--- src/rtl/fthr_pkg.sv ---
/*
 * constants for the field threshold and regulator register bank:
 * register indexes, field positions, reset values, threshold table.
 * assumes a 32-bit apb with byte addresses equal to four times the index.
 */
package fthr_pkg;

  // ==========================================================
  // register indexes (byte address is four times the index)
  // ==========================================================
  localparam logic [7:0] IDX_FIELD_OFF_THRESHOLD = 8'h2b;
  localparam logic [7:0] IDX_REGULATOR_VOLTAGE_CONTROL = 8'h2c;
  localparam logic [7:0] IDX_DRIVER_TIMING_READOUT = 8'h2b;
  localparam logic [7:0] IDX_REGULATOR_DISPLAY = 8'h2c;
  // second register space sits this many indexes above the first
  localparam logic [7:0] SPACE_B_BASE = 8'h40;

  // ==========================================================
  // field positions
  // ==========================================================
  localparam int PEER_LSB = 4;
  localparam int PEER_W = 3;
  localparam int COLL_LSB = 0;
  localparam int COLL_W = 4;
  localparam int RATIO_LSB = 4;
  localparam int RATIO_W = 4;
  localparam int SPEED_LSB = 0;
  localparam int SPEED_W = 3;
  localparam int HOST_SEL_BIT = 7;
  localparam int EXT_CODE_LSB = 3;
  localparam int EXT_CODE_W = 4;
  localparam int MEAS_LSB = 0;
  localparam int MEAS_W = 3;
  localparam int ADJ_LSB = 4;
  localparam int ILIM_BIT = 0;

  // ==========================================================
  // reset values
  // ==========================================================
  localparam logic [7:0] FIELD_OFF_RST = 8'h33;
  localparam logic [7:0] REG_CTRL_RST = 8'h00;

  // ==========================================================
  // codes
  // ==========================================================
  localparam logic [2:0] MEAS_MAIN = 3'h0;
  localparam logic [2:0] MEAS_ANALOG = 3'h1;
  localparam logic [2:0] MEAS_DIGITAL = 3'h2;
  localparam logic [2:0] MEAS_RF = 3'h3;
  localparam logic [2:0] MEAS_AM = 3'h4;
  localparam logic [2:0] SPEED_SLOW = 3'h0;
  localparam logic [2:0] SPEED_MED_SLOW = 3'h1;
  localparam logic [2:0] SPEED_NOMINAL = 3'h2;
  localparam logic [2:0] SPEED_MED_FAST = 3'h3;
  // code giving 3.4 v in 3.3 v mode, used for the fixed 5 v case
  localparam logic [3:0] DIG_ANA_3V4_CODE = 4'hf;

  // threshold in mvpp per collision code; peer uses entries 0..7
  localparam int MV_W = 10;
  localparam logic [15:0][9:0] THRESH_MV_TABLE = {
    10'd250, 10'd175, 10'd125, 10'd90, 10'd64, 10'd47, 10'd33, 10'd25,
    10'd800, 10'd560, 10'd400, 10'd290, 10'd205, 10'd150, 10'd105, 10'd75
  };

  typedef enum logic [0:0] {
    APB_IDLE = 1'b0,
    APB_ANSWER = 1'b1
  } apb_state_t;

endpackage

--- src/rtl/field_threshold_regulator_regs.sv ---
/*
 * apb register bank for field detector off thresholds, driver timing
 * readout and regulator voltage control of a contactless front end.
 * assumes apb with 32-bit data, inputs synchronous to clk_sys, and
 * analogue blocks that consume the registered control outputs.
 */
// Overview of operation
// - off threshold register, rw, bit7 zero
// - bits 6:4 peer code, reset 011
// - bits 3:0 collision code, reset 0011
// - read-only driver timing register, bit3 reserved
// - bits 7:4 report transient ratio count
// - bits 2:0 report driver speed class
// - regulator control register rw, reset zero
// - bit7 picks adjust result or host code
// - bits 6:3 host code, 5v fixes 3.4v
// - bits 2:0 select measured supply
// - regulator display: adjust code, current limit
`timescale 1ns/10ps
module field_threshold_regulator_regs #(
  parameter int ADDR_W = 12
) (
  // clock, reset, enable
  input wire logic clk_sys,
  input wire logic resetn,
  input wire logic ce,
  // apb slave
  input wire logic psel,
  input wire logic penable,
  input wire logic pwrite,
  input wire logic [ADDR_W-1:0] paddr,
  input wire logic [31:0] pwdata,
  input wire logic [3:0] pstrb,
  output logic [31:0] prdata,
  output logic pready,
  output logic pslverr,
  // analogue status
  input wire logic supply_5v_mode,
  input wire logic [3:0] adj_result,
  input wire logic rf_current_limit,
  input wire logic [3:0] transient_ratio,
  input wire logic [2:0] drive_speed,
  // field detector controls
  output logic [2:0] peer_thresh_code,
  output logic [3:0] coll_thresh_code,
  output logic coll_low_range,
  output logic [fthr_pkg::MV_W-1:0] peer_thresh_mv,
  output logic [fthr_pkg::MV_W-1:0] coll_thresh_mv,
  // regulator controls
  output logic reg_from_host,
  output logic [3:0] reg_rf_code,
  output logic [3:0] reg_dig_ana_code,
  output logic dig_ana_at_3v4,
  output logic [2:0] supply_meas_sel,
  output logic supply_meas_valid,
  // driver timing decode
  output logic drive_is_fast
);
  import fthr_pkg::*;

  // ==========================================================
  // register storage
  // ==========================================================
  logic [7:0] field_off_threshold_r;
  logic [7:0] regulator_voltage_control_r;
  logic [6:0] drv_sample;
  logic [4:0] reg_sample;
  apb_state_t apb_state_r;
  apb_state_t apb_state_nxt;
  logic [31:0] prdata_r;
  logic pslverr_r;
  // registered copies of every control, so each output is a flop
  logic [2:0] peer_code_r;
  logic [3:0] coll_code_r;
  logic coll_low_r;
  logic host_sel_r;
  logic [3:0] rf_code_r;
  logic [3:0] dig_ana_code_r;
  logic at_3v4_r;
  logic [2:0] meas_sel_r;
  logic meas_valid_r;
  logic fast_r;

  // ==========================================================
  // readout sampling
  // ==========================================================
  // status words are sampled every enabled cycle, so a read shows
  // the value from one cycle before the setup edge
  // ratio and speed captured
  readout_sample #(
    .W(7)
  ) u_drv_sample (
    .clk_sys(clk_sys),
    .resetn(resetn),
    .ce(ce),
    .d({transient_ratio, drive_speed}),
    .q_r(drv_sample)
  );

  readout_sample #(
    .W(5)
  ) u_reg_sample (
    .clk_sys(clk_sys),
    .resetn(resetn),
    .ce(ce),
    .d({adj_result, rf_current_limit}),
    .q_r(reg_sample)
  );

  // ==========================================================
  // address decode
  // ==========================================================
  // word index; a byte offset inside a word is refused, not rounded
  wire [ADDR_W-3:0] idx = paddr[ADDR_W-1:2];
  wire aligned = (paddr[1:0] == 2'h0);
  // readouts live in space b, at space a indexes plus a base
  // space b shares indexes with space a, so one flat map needs
  // an offset; the base is a package constant and can move
  wire [ADDR_W-3:0] idx_b_drv =
    (ADDR_W-2)'(SPACE_B_BASE) + (ADDR_W-2)'(IDX_DRIVER_TIMING_READOUT);
  wire [ADDR_W-3:0] idx_b_disp =
    (ADDR_W-2)'(SPACE_B_BASE) + (ADDR_W-2)'(IDX_REGULATOR_DISPLAY);
  wire hit_off = aligned && idx == (ADDR_W-2)'(IDX_FIELD_OFF_THRESHOLD);
  wire hit_ctrl =
    aligned && idx == (ADDR_W-2)'(IDX_REGULATOR_VOLTAGE_CONTROL);
  wire hit_drv = aligned && idx == idx_b_drv;
  wire hit_disp = aligned && idx == idx_b_disp;
  // anything outside the four words ends in an error response
  wire hit_any = hit_off | hit_ctrl | hit_drv | hit_disp;

  // ==========================================================
  // apb handshake
  // ==========================================================
  // setup phase seen while no answer is pending
  wire setup_phase = psel && !penable && apb_state_r == APB_IDLE;
  // transfer completes on the edge where pready is high
  wire xfer_done = psel && penable && apb_state_r == APB_ANSWER;
  // write lands only on the completing edge, low byte lane enabled
  wire wr_en = xfer_done && pwrite && pstrb[0] && !pslverr_r;
  wire wr_off = wr_en && hit_off;
  wire wr_ctrl = wr_en && hit_ctrl;

  // one access cycle per transfer while ce is high; ce low at the setup edge
  // leaves the bank idle, and the master then waits for a pready that never rises
  // state walk: idle -> answer on setup, answer -> idle on done
  always_comb begin
    apb_state_nxt = apb_state_r;
    unique case (apb_state_r)
      APB_IDLE: begin
        if (setup_phase) begin
          apb_state_nxt = APB_ANSWER;
        end
      end
      APB_ANSWER: begin
        if (xfer_done || !psel) begin
          apb_state_nxt = APB_IDLE;
        end
      end
    endcase
  end

  always_ff @(posedge clk_sys) begin
    if (!resetn) begin
      apb_state_r <= APB_IDLE;
    end else if (ce) begin
      apb_state_r <= apb_state_nxt;
    end
  end

  // ==========================================================
  // read data assembly
  // ==========================================================
  // reserved bit 3 returns zero
  wire [7:0] drv_word = {drv_sample[6:3], 1'b0, drv_sample[2:0]};
  // adjust code high, limit flag bit 0
  wire [7:0] disp_word = {reg_sample[4:1], 3'h0, reg_sample[0]};
  wire [7:0] off_word = {1'b0, field_off_threshold_r[6:0]};
  wire [7:0] rd_byte =
    hit_off ? off_word :
    hit_ctrl ? regulator_voltage_control_r :
    hit_drv ? drv_word :
    hit_disp ? disp_word : 8'h00;

  // answer prepared in setup, held through access
  always_ff @(posedge clk_sys) begin
    if (!resetn) begin
      prdata_r <= 32'h0000_0000;
      pslverr_r <= 1'b0;
    end else if (ce && setup_phase) begin
      prdata_r <= pwrite ? 32'h0000_0000 : {24'h00_0000, rd_byte};
      pslverr_r <= !hit_any;
    end else if (ce && apb_state_r == APB_ANSWER) begin
      // clearing on every answer also covers a master that drops psel
      // early, so stale read data never lingers on the bus
      prdata_r <= 32'h0000_0000;
      pslverr_r <= 1'b0;
    end
  end

  // answer outputs come straight from their flops
  assign prdata = prdata_r;
  assign pready = (apb_state_r == APB_ANSWER);
  assign pslverr = pslverr_r;

  // ==========================================================
  // threshold register
  // ==========================================================
  // rw register, bit 7 held zero
  // collision code reset 0011
  // bit 7 is forced to zero on write, so it never reads back one
  always_ff @(posedge clk_sys) begin
    if (!resetn) begin
      field_off_threshold_r <= FIELD_OFF_RST;
    end else if (ce && wr_off) begin
      field_off_threshold_r <= {1'b0, pwdata[6:0]};
    end
  end

  // ==========================================================
  // regulator control register
  // ==========================================================
  // rw register, resets to zero
  // read-only words ignore writes
  // reserved measure codes are kept; the valid flag marks them
  always_ff @(posedge clk_sys) begin
    if (!resetn) begin
      regulator_voltage_control_r <= REG_CTRL_RST;
    end else if (ce && wr_ctrl) begin
      regulator_voltage_control_r <= pwdata[7:0];
    end
  end

  // ==========================================================
  // field detector control decode
  // ==========================================================
  wire [2:0] peer_nxt = field_off_threshold_r[PEER_LSB+:PEER_W];
  wire [3:0] coll_nxt = field_off_threshold_r[COLL_LSB+:COLL_W];
  // collision msb selects the low range
  // software must keep this bit equal in the activation twin
  wire coll_low_nxt = coll_nxt[COLL_W-1];

  // codes are re-registered so the detector sees clean edges
  // peer code to detector
  always_ff @(posedge clk_sys) begin
    if (!resetn) begin
      peer_code_r <= 3'h0;
      coll_code_r <= 4'h0;
      coll_low_r <= 1'b0;
    end else if (ce) begin
      peer_code_r <= peer_nxt;
      coll_code_r <= coll_nxt;
      coll_low_r <= coll_low_nxt;
    end
  end

  // peer codes use the high range half of the table
  // peer code to millivolts
  thresh_mv_lut u_peer_mv (
    .clk_sys(clk_sys),
    .resetn(resetn),
    .ce(ce),
    .code({1'b0, peer_nxt}),
    .mv_r(peer_thresh_mv)
  );

  thresh_mv_lut u_coll_mv (
    .clk_sys(clk_sys),
    .resetn(resetn),
    .ce(ce),
    .code(coll_nxt),
    .mv_r(coll_thresh_mv)
  );

  assign peer_thresh_code = peer_code_r;
  assign coll_thresh_code = coll_code_r;
  assign coll_low_range = coll_low_r;

  // ==========================================================
  // regulator decode
  // ==========================================================
  // the adjust result is sampled first, so in adjust mode the code
  // follows it two cycles late; host mode follows one cycle late
  wire host_sel_nxt = regulator_voltage_control_r[HOST_SEL_BIT];
  wire [3:0] ext_code =
    regulator_voltage_control_r[EXT_CODE_LSB+:EXT_CODE_W];
  wire [2:0] meas_nxt = regulator_voltage_control_r[MEAS_LSB+:MEAS_W];
  wire [3:0] rf_code_nxt = host_sel_nxt ? ext_code : reg_sample[4:1];
  // 5v mode fixes 3.4v
  // in 3.3 v mode digital and analogue track the rf code
  wire [3:0] dig_ana_nxt = supply_5v_mode ? DIG_ANA_3V4_CODE : rf_code_nxt;
  wire meas_valid_nxt = (meas_nxt <= MEAS_AM);

  // regulator and measurement controls registered
  always_ff @(posedge clk_sys) begin
    if (!resetn) begin
      host_sel_r <= 1'b0;
      rf_code_r <= 4'h0;
      dig_ana_code_r <= 4'h0;
      at_3v4_r <= 1'b0;
      meas_sel_r <= 3'h0;
      meas_valid_r <= 1'b0;
    end else if (ce) begin
      host_sel_r <= host_sel_nxt;
      rf_code_r <= rf_code_nxt;
      dig_ana_code_r <= dig_ana_nxt;
      at_3v4_r <= supply_5v_mode;
      meas_sel_r <= meas_nxt;
      meas_valid_r <= meas_valid_nxt;
    end
  end

  // regulator outputs are driven straight from their flops
  assign reg_from_host = host_sel_r;
  assign reg_rf_code = rf_code_r;
  assign reg_dig_ana_code = dig_ana_code_r;
  assign dig_ana_at_3v4 = at_3v4_r;
  assign supply_meas_sel = meas_sel_r;
  assign supply_meas_valid = meas_valid_r;

  // ==========================================================
  // driver timing decode
  // ==========================================================
  // top speed bit means fast
  // every 1xx code is fast, so only the top bit is needed
  always_ff @(posedge clk_sys) begin
    if (!resetn) begin
      fast_r <= 1'b0;
    end else if (ce) begin
      fast_r <= drive_speed[SPEED_W-1];
    end
  end

  assign drive_is_fast = fast_r;

endmodule

--- src/rtl/readout_sample.sv ---
/*
 * samples a status word from the analogue side into a register.
 * assumes the word is synchronous to clk_sys.
 */
`timescale 1ns/10ps
module readout_sample #(
  parameter int W = 8
) (
  // clock and control
  input wire logic clk_sys,
  input wire logic resetn,
  input wire logic ce,
  // status in, registered copy out
  input wire logic [W-1:0] d,
  output logic [W-1:0] q_r
);
  // sample every enabled cycle
  always_ff @(posedge clk_sys) begin
    if (!resetn) begin
      q_r <= '0;
    end else if (ce) begin
      q_r <= d;
    end
  end
endmodule

--- src/rtl/thresh_mv_lut.sv ---
/*
 * converts a threshold code into millivolts peak to peak, registered.
 * assumes codes arrive synchronous to clk_sys.
 */
`timescale 1ns/10ps
module thresh_mv_lut (
  // clock and control
  input wire logic clk_sys,
  input wire logic resetn,
  input wire logic ce,
  // code in, voltage out
  input wire logic [3:0] code,
  output logic [fthr_pkg::MV_W-1:0] mv_r
);
  import fthr_pkg::*;

  wire [MV_W-1:0] mv_nxt = THRESH_MV_TABLE[code];

  // table value taken into a register
  always_ff @(posedge clk_sys) begin
    if (!resetn) begin
      mv_r <= 10'h000;
    end else if (ce) begin
      mv_r <= mv_nxt;
    end
  end
endmodule

--- config.mk ---
export PLATFORM = sky130hd
export DESIGN_NAME = field_threshold_regulator_regs
export DESIGN_NICKNAME = d
export VERILOG_FILES = /design/src/rtl/fthr_pkg.sv /design/src/rtl/field_threshold_regulator_regs.sv /design/src/rtl/readout_sample.sv /design/src/rtl/thresh_mv_lut.sv
export SDC_FILE = /design/constraint.sdc
export NUM_CORES = 1
export LEC_CHECK = 0
export ABC_CLOCK_PERIOD_IN_PS = 2100
export BUFFER_PORTS_ARGS = -buffer_cell sky130_fd_sc_hd__buf_2
export CAP_MARGIN = 20
export CORE_MARGIN = 3
export CORE_UTILIZATION = 50
export CTS_CLUSTER_SIZE = 14
export DETAILED_ROUTE_END_ITERATION = 8
export PLACE_DENSITY = 0.8
export SLEW_MARGIN = 30
export SYNTH_ARGS = -nofsm -noshare
export SYNTH_HDL_FRONTEND = slang
export SYNTH_HIERARCHICAL = 1
export SYNTH_SLANG_ARGS = --single-unit
--- constraint.sdc ---
create_clock -name clk_sys -period 2.1 [get_ports clk_sys]
set_input_delay 0.21 -clock clk_sys [delete_from_list [all_inputs] [get_ports clk_sys]]
set_output_delay 0.21 -clock clk_sys [all_outputs]
set_load 0.005 [all_outputs]
==> results of run 1 <==
metal layers:
metal | GRT usage (%) | routed length, µm | up-vias
li1 | - | - | 1715
met1 | 28.3 | 4270 | 1667
met2 | 34.6 | 4700 | 143
met3 | 5.47 | 776 | 19
met4 | 10.3 | 238 | 0
met5 | 0 | 0 | -
logic make-up (layout without fill, tap and decap cells):
group                    after synthesis  in the layout  share of synthesized area [%]
multiplexers                          39             39                           10.4
AO/OA/AOI/OAI                        121            121                           19.6
other                                  1             26                         0.0930
adder cells (fa/ha/maj)               12             12                           3.72
buffers and inverters                 74            135                           10.6
AND/OR/NAND/NOR                      116            116                           16.1
flip-flops                            79             79                           39.2
XOR/XNOR                               1              1                          0.217
sequential cells by signal, summed over array words and instances, names as in the netlist, 4 cells and up:
register	count
u_peer_mv/mv_r	10
coll_thresh_code	4
prdata	8
reg_dig_ana_code	4
regulator_voltage_control_r	8
field_off_threshold_r	7
reg_rf_code	4
u_reg_sample/q_r	5
u_drv_sample/q_r	7
u_coll_mv/mv_r	10
critical path, cell delays in order (launching register included):
cell and delay [ns]:
dfxtp_1 0.42, and3b_1 0.25, and2_1 0.47, nand4_1 0.16, a21oi_1 0.19
worst max-delay path by stage:
| stage | endpoint | slack [ns] | cells after the start |
|---|---|---|---|
| global route | field_off_threshold_r[4] | 0.38 | 4 |
| detailed placement | field_off_threshold_r[4] | 0.43 | 5 |
| CTS | field_off_threshold_r[6] | 0.56 | 4 |
| finish | field_off_threshold_r[6] | 0.55 | 4 |
| floorplan | u_peer_mv/mv_r[4] | 0.48 | 5 |
| global placement | field_off_threshold_r[5] | 0.48 | 5 |
placed cells by master, fill, tap and decap left out, types with 2 or more instances in the layout:
| master | count |
|---|---|
| o21a_1 | 3 |
| and3b_1 | 2 |
| a21oi_2 | 2 |
| o221a_2 | 4 |
| buf_2 | 92 |
| and4_1 | 2 |
| a32oi_1 | 7 |
| a211oi_1 | 14 |
| mux4_2 | 2 |
| ha_1 | 12 |
| inv_1 | 13 |
| a21boi_0 | 2 |
| nor2_1 | 32 |
| dfxtp_1 | 79 |
| buf_4 | 12 |
| o31ai_1 | 4 |
| nand4_1 | 15 |
| nand3b_1 | 2 |
| mux2_2 | 4 |
| mux2i_1 | 33 |
| nor3_1 | 5 |
| a21o_1 | 6 |
| o22ai_1 | 2 |
| clkbuf_8 | 13 |
| a31oi_1 | 13 |
| nor3b_1 | 2 |
| nand2b_1 | 2 |
| nor3b_2 | 2 |
| a21oi_1 | 20 |
| conb_1 | 25 |
| nor2b_1 | 22 |
| nand3_1 | 13 |
| a22o_1 | 5 |
| and3_1 | 2 |
| nand2_1 | 10 |
| o21ai_0 | 34 |
where the power goes:
group | internal (mW) | switching, mW
clock | 0.673 | 0.533
sequential | 1.55 | 0.0304
combinational | 0.131 | 0.168
total | 2.36 | 0.732
cell type report:
class / instances / area [µm²]
diodes: 1 / 2.50
well taps: 102 / 128
clock inverters: 2 / 37.5
multi-input cells: 314 / 2110
inverters: 15 / 56.3
clock buffers: 13 / 179
fillers: 688 / 3100
repair buffers: 105 / 571
flip-flops and latches: 79 / 1580
Yosys cell counts (2+ instances only):
cell	number	share of area, %
o21a_1	3	0.56
a31oi_1	13	2.0
a211oi_1	14	2.6
nand2_1	10	0.93
ha_1	12	3.7
nor2b_1	22	3.4
buf_2	16	2.0
a21boi_0	2	0.37
o22ai_1	2	0.31
nand3b_1	2	0.37
a21oi_2	2	0.43
mux2i_1	33	8.2
and3_1	2	0.31
clkbuf_1	10	0.93
mux4_2	2	1.1
mux2_2	4	1.1
a21oi_1	20	2.5
a21o_1	6	1.1
nor3b_1	2	0.37
nor2_1	32	3.0
dfxtp_1	79	39
a22o_1	5	1.1
nand3_1	13	1.6
buf_4	27	5.0
nand4_1	15	2.3
buf_6	4	1.1
and4_1	2	0.43
nand2b_1	2	0.31
o31ai_1	4	0.74
buf_1	2	0.19
nor3b_2	2	0.62
and3b_1	2	0.43
a32oi_1	7	1.5
o221a_2	4	1.1
o21ai_0	34	4.2
inv_1	13	1.2
nor3_1	5	0.62
metrics by stage:
step / hold slack (ns) / instance area, µm² / cells / util (%)
3_3_place_gp: 0.452 / 4450 / 615 / 57.2
3_5_place_dp: 0.465 / 4450 / 615 / 57.2
5_1_grt: 0.124 / 4670 / 631 / 60.1
2_1_floorplan: 0.338 / 4120 / 467 / -
4_1_cts: 0.119 / 4660 / 630 / 60.0
6_report: 0.130 / 4670 / 631 / 60.1
==> impl_metrics.yaml, run 1 <==
run_status:
  status: "complete, no violations"
pwr:
  peakVddDrop_mv: 0.396
  p_per_area_nw_per_um2: 662
  finalPower_mw: 3.09
  leakagePower_nw: 2.08
cts:
  htree_levels: 3
  cts_setup_buffers: 0
  tritoncts: "yes"
  clk_pin_slew_ns: 0.08
  root_buffer: "clkbuf_8"
  ctsResizeCount: 0
  cts_buffers: 9
  cts.sinks: 79
  cts.path.max_buffers: 2
  clock_latency_ns: 0.34
  cts_hold_buf: 0
sta:
  hold_viol: 0
  setup_viol: 0
  worst_slack_ns: 0.546
  grt_setup_unrepaired: "no"
  slew_violations: 0
  max_slew_margin_pct: 60.5
  period_share_pct: 74.0
  worstMarginPinSlew_ns: 0.592
  min_period_ns: 1.55
  fmax_mhz: 643
  fin_skew_ns: 0.00480
  setup_tns_ns: 0
detailed_routing:
  vias_per_cell: 5.62
  wl_per_cell_um: 15.8
  drc: 0
  via_count: 3544
  drt_iter0_markers: 204
  ant_nets: 0
  finalWirelength_mm: 9.99
  dr.pass1.iters: 4
setup_path:
  arrival_ns: 1.82
  cp.required_ns: 2.37
  start_kind: "flop"
  crit_fanout: 15
  crit_path_start: "pready"
  r2r-end: "field_off_threshold_r[6]"
  r2r_slack_ns: 0.55
  crit_path_end_kind: "flop"
  crit_type: "reg -> reg"
  ff2ff_path_depth: 4
  rr_startpoint: "pready"
hold_path:
  hold_class: "in -> reg"
  whs_path_depth: 3
  min_from: "transient_ratio[0]"
  hold_end: "u_drv_sample/q_r[3]"
global_route:
  grt_max_degree: 61
  grt.overflow.total: 0
  grt_usage_pct: 22.0
  grt_pass1_vias: 3181
  antenna_found_initial: 1
  grt_pass1_wl_mm: 15.6
cells_and_area:
  layout.nets: 603
  drive_gt1_share_pct: 25.8
  area_delta_synth_final_pct: 15.7
job:
  drv_cap: 0
synthesis:
  syn-mean-instance-area_um2: 9.10
  synth_area_um2: 4030
  synth_cell_types: 51
  ys_async_sr_fraction_pct: 0
  syn-instance-count: 443
  synth_enable_flop_cells: 0
  ys_warn_count: 6
  ys_ff_latch: 79
  ys.flop_type: "dfxtp_1"
  synth_seq_area_share_pct: 39.2
floorplanning:
  die_w_um: 95.8
  initial_utilization_pct: 51.9
  core-area_um2: 7770
  dieHeight_um: 95.8
  row_count: 32
  fp.dieArea_um2: 9180
  io-pin-count: 144
placement:
  gp_congestion: 0.856
  port_buffers: 92
  pre_cts_ws_ns: 0.429
  post-dp-hpwl_mm: 7.06
Power figures use the tool's default switching activity.
==> inputs of run 2 (changes only) <==
--- a/config.mk
+++ b/config.mk
@@ -5,7 +5,8 @@
 export SDC_FILE = /design/constraint.sdc
 export NUM_CORES = 1
 export LEC_CHECK = 0
-export ABC_CLOCK_PERIOD_IN_PS = 2100
+export ABC_AREA = 1
+export ABC_CLOCK_PERIOD_IN_PS = 1540
 export BUFFER_PORTS_ARGS = -buffer_cell sky130_fd_sc_hd__buf_2
 export CAP_MARGIN = 20
 export CORE_MARGIN = 3
==> constraint.sdc (replaced) <==
create_clock -name clk_sys -period 1.54 [get_ports clk_sys]
set_input_delay 0.154 -clock clk_sys [delete_from_list [all_inputs] [get_ports clk_sys]]
set_output_delay 0.154 -clock clk_sys [all_outputs]
set_load 0.005 [all_outputs]
==> run 2 against run 1 <==
Final cell count is 23% higher. Utilization is 0.43 points higher. Worst hold slack worse by 0.083 ns. Clock power is 14% higher. Global-route usage is 0.91 points lower. Sequential power is 37% higher. Sequential share of layout area is 0.41 points lower. Wire length is 4.0% lower. Count of clock-buffer cells in the layout stayed put. Fmax is 12% higher. Clock skew is 0.0017 ns higher. Highest routed layer unchanged.
==> impl_metrics.yaml, run 2 <==
detailed_routing:
  wl_per_cell_um: 12.4
  drt_iter0_markers: 253
  finalWirelength_mm: 9.59
  dr.pass1.iters: 5
  drc: 0
  via_count: 3845
  ant_nets: 0
  vias_per_cell: 4.97
cts:
  cts_hold_buf: 0
  cts.sinks: 79
  ctsResizeCount: 0
  cts_buffers: 9
  clk_pin_slew_ns: 0.07
  cts_setup_buffers: 0
  htree_levels: 3
  tritoncts: "yes"
  root_buffer: "clkbuf_8"
  cts.path.max_buffers: 2
  clock_latency_ns: 0.35
placement:
  gp_congestion: 0.880
  dpl_cell_area_um2: 4530
  port_buffers: 92
  post-dp-hpwl_mm: 7.23
cells_and_area:
  area_delta_synth_final_pct: 16.5
  stdcell_area_um2: 4720
  layout.nets: 745
  fin_util_pct: 60.5
  mostFrequentLayoutCell: "nand2_1"
  drive_gt1_share_pct: 22.7
  top_regs: "u_coll_mv/mv_r (10), u_peer_mv/mv_r (10)"
  final_cell_mix: "119 x nand2_1, 92 x buf_2, 80 x nor2_1"
  diodes: 0
setup_path:
  arrival_ns: 1.67
  crit_type: "reg -> reg"
  max_stage_delay_ns: 0.45
  start_kind: "flop"
  crit_fanout: 7
  cp.required_ns: 1.82
  cp_slowest_cell: "dfxtp_1"
  cp_cell_sequence: "nand2_1, inv_2, nand4_4, nor2_4, buf_4, o21ai_0, a21oi_1"
  crit_path_end_kind: "flop"
synthesis:
  synth_seq_area_share_pct: 39.0
  ys.flop_type: "dfxtp_1"
  synth_top_area_share_pct: 39.0
  syn-mean-instance-area_um2: 7.16
  syn-instance-count: 566
  ys_warn_count: 6
  synth_area_leaders: "dfxtp_1 39%, nand2_1 11%, nor2_1 7.4%, a21oi_1 5.6%, buf_4 5.2%"
  ys_ff_latch: 79
  synth_cell_types: 33
  ys_async_sr_fraction_pct: 0
  synth.most_common_cell: "nand2_1"
  synth_area_um2: 4060
  yosysTopAreaCell: "dfxtp_1"
  synthTopCellsByCount: "119 x nand2_1, 80 x nor2_1, 79 x dfxtp_1"
  synth_enable_flop_cells: 0
run_status:
  status: "complete, no violations"
floorplanning:
  core-area_um2: 7810
  initial_utilization_pct: 51.9
  die_w_um: 96.1
  io-pin-count: 144
  row_count: 32
  dieHeight_um: 96.1
  fp.dieArea_um2: 9230
global_route:
  grt_pass1_wl_mm: 15.3
  antenna_found_initial: 0
  grt_max_degree: 26
  grt.overflow.total: 0
  grt_usage_pct: 21.1
  grt_pass1_vias: 3324
sta:
  setup_viol: 0
  grt_setup_unrepaired: "no"
  fmax_mhz: 722
  min_period_ns: 1.39
  hold_viol: 0
  slew_violations: 0
  setup_tns_ns: 0
  period_share_pct: 89.9
  fin_skew_ns: 0.00651
pwr:
  finalPower_mw: 3.96
  p_per_area_nw_per_um2: 839
  peakVddDrop_mv: 0.622
  leakagePower_nw: 2.45
hold_path:
  hold_class: "in -> reg"
job:
  drv_cap: 0
## run 2: report_power, final
group	switching (mW)	internal (mW)
Combinational	0.254	0.164
Sequential	0.0420	2.12
Clock	0.711	0.670
## run 2: final cells by class
class	instances	area (µm²)
Inverter	55	206
Tap cell	102	128
Clock buffer	13	159
Timing Repair Buffer	111	616
Clock inverter	3	17.5
Sequential cell	79	1580
Multi-Input combinational cell	410	2020
Fill cell	716	3080
## run 2: path summary, 6_finish.rpt
| kind | start | end | slack (ns) | cells past startpoint |
|---|---|---|---|---|
| hold / removal | drive_speed[2] | drive_is_fast | 0.05 | 3 |
| hold reg to reg | dig_ana_at_3v4 | dig_ana_at_3v4 | 0.46 | 2 |
| setup reg to reg | pready | regulator_voltage_control_r[4] | 0.15 | 7 |
| setup / recovery | pready | regulator_voltage_control_r[4] | 0.15 | 7 |
## run 2: layer usage
| layer | GRT usage [%] | wire length [µm] | vias to the layer above |
|---|---|---|---|
| met2 | 31.5 | 4350 | 155 |
| met5 | 0 | 0 | - |
| li1 | - | - | 1957 |
| met3 | 4.38 | 902 | 20 |
| met1 | 28.8 | 4110 | 1713 |
| met4 | 10.1 | 227 | 0 |
## run 2: cells by family after synthesis
| kind of cell | synth area share [%] |
|---|---|
| compound gates | 14.1 |
| other cells | 0.0925 |
| flops | 39.0 |
| buf+inv | 13.5 |
| simple gates | 29.6 |
| fa+ha+maj | 3.70 |
## run 2: through the flow
stage | std cells | hold slack, ns | setup WS (ns)
floorplan | 590 | 0.274 | 0.234
global placement | 755 | 0.402 | 0.122
detailed placement | 755 | 0.410 | 0.0980
CTS | 771 | 0.0329 | 0.107
global route | 773 | 0.0421 | 0.0628
finish | 773 | 0.0471 | 0.155
## run 2: critical path: cells and delay by family (launching register included)
kind / cells / cell delay (ns)
compound gates: 2 / 0.20
buf+inv: 2 / 0.27
flops: 1 / 0.45
simple gates: 3 / 0.42
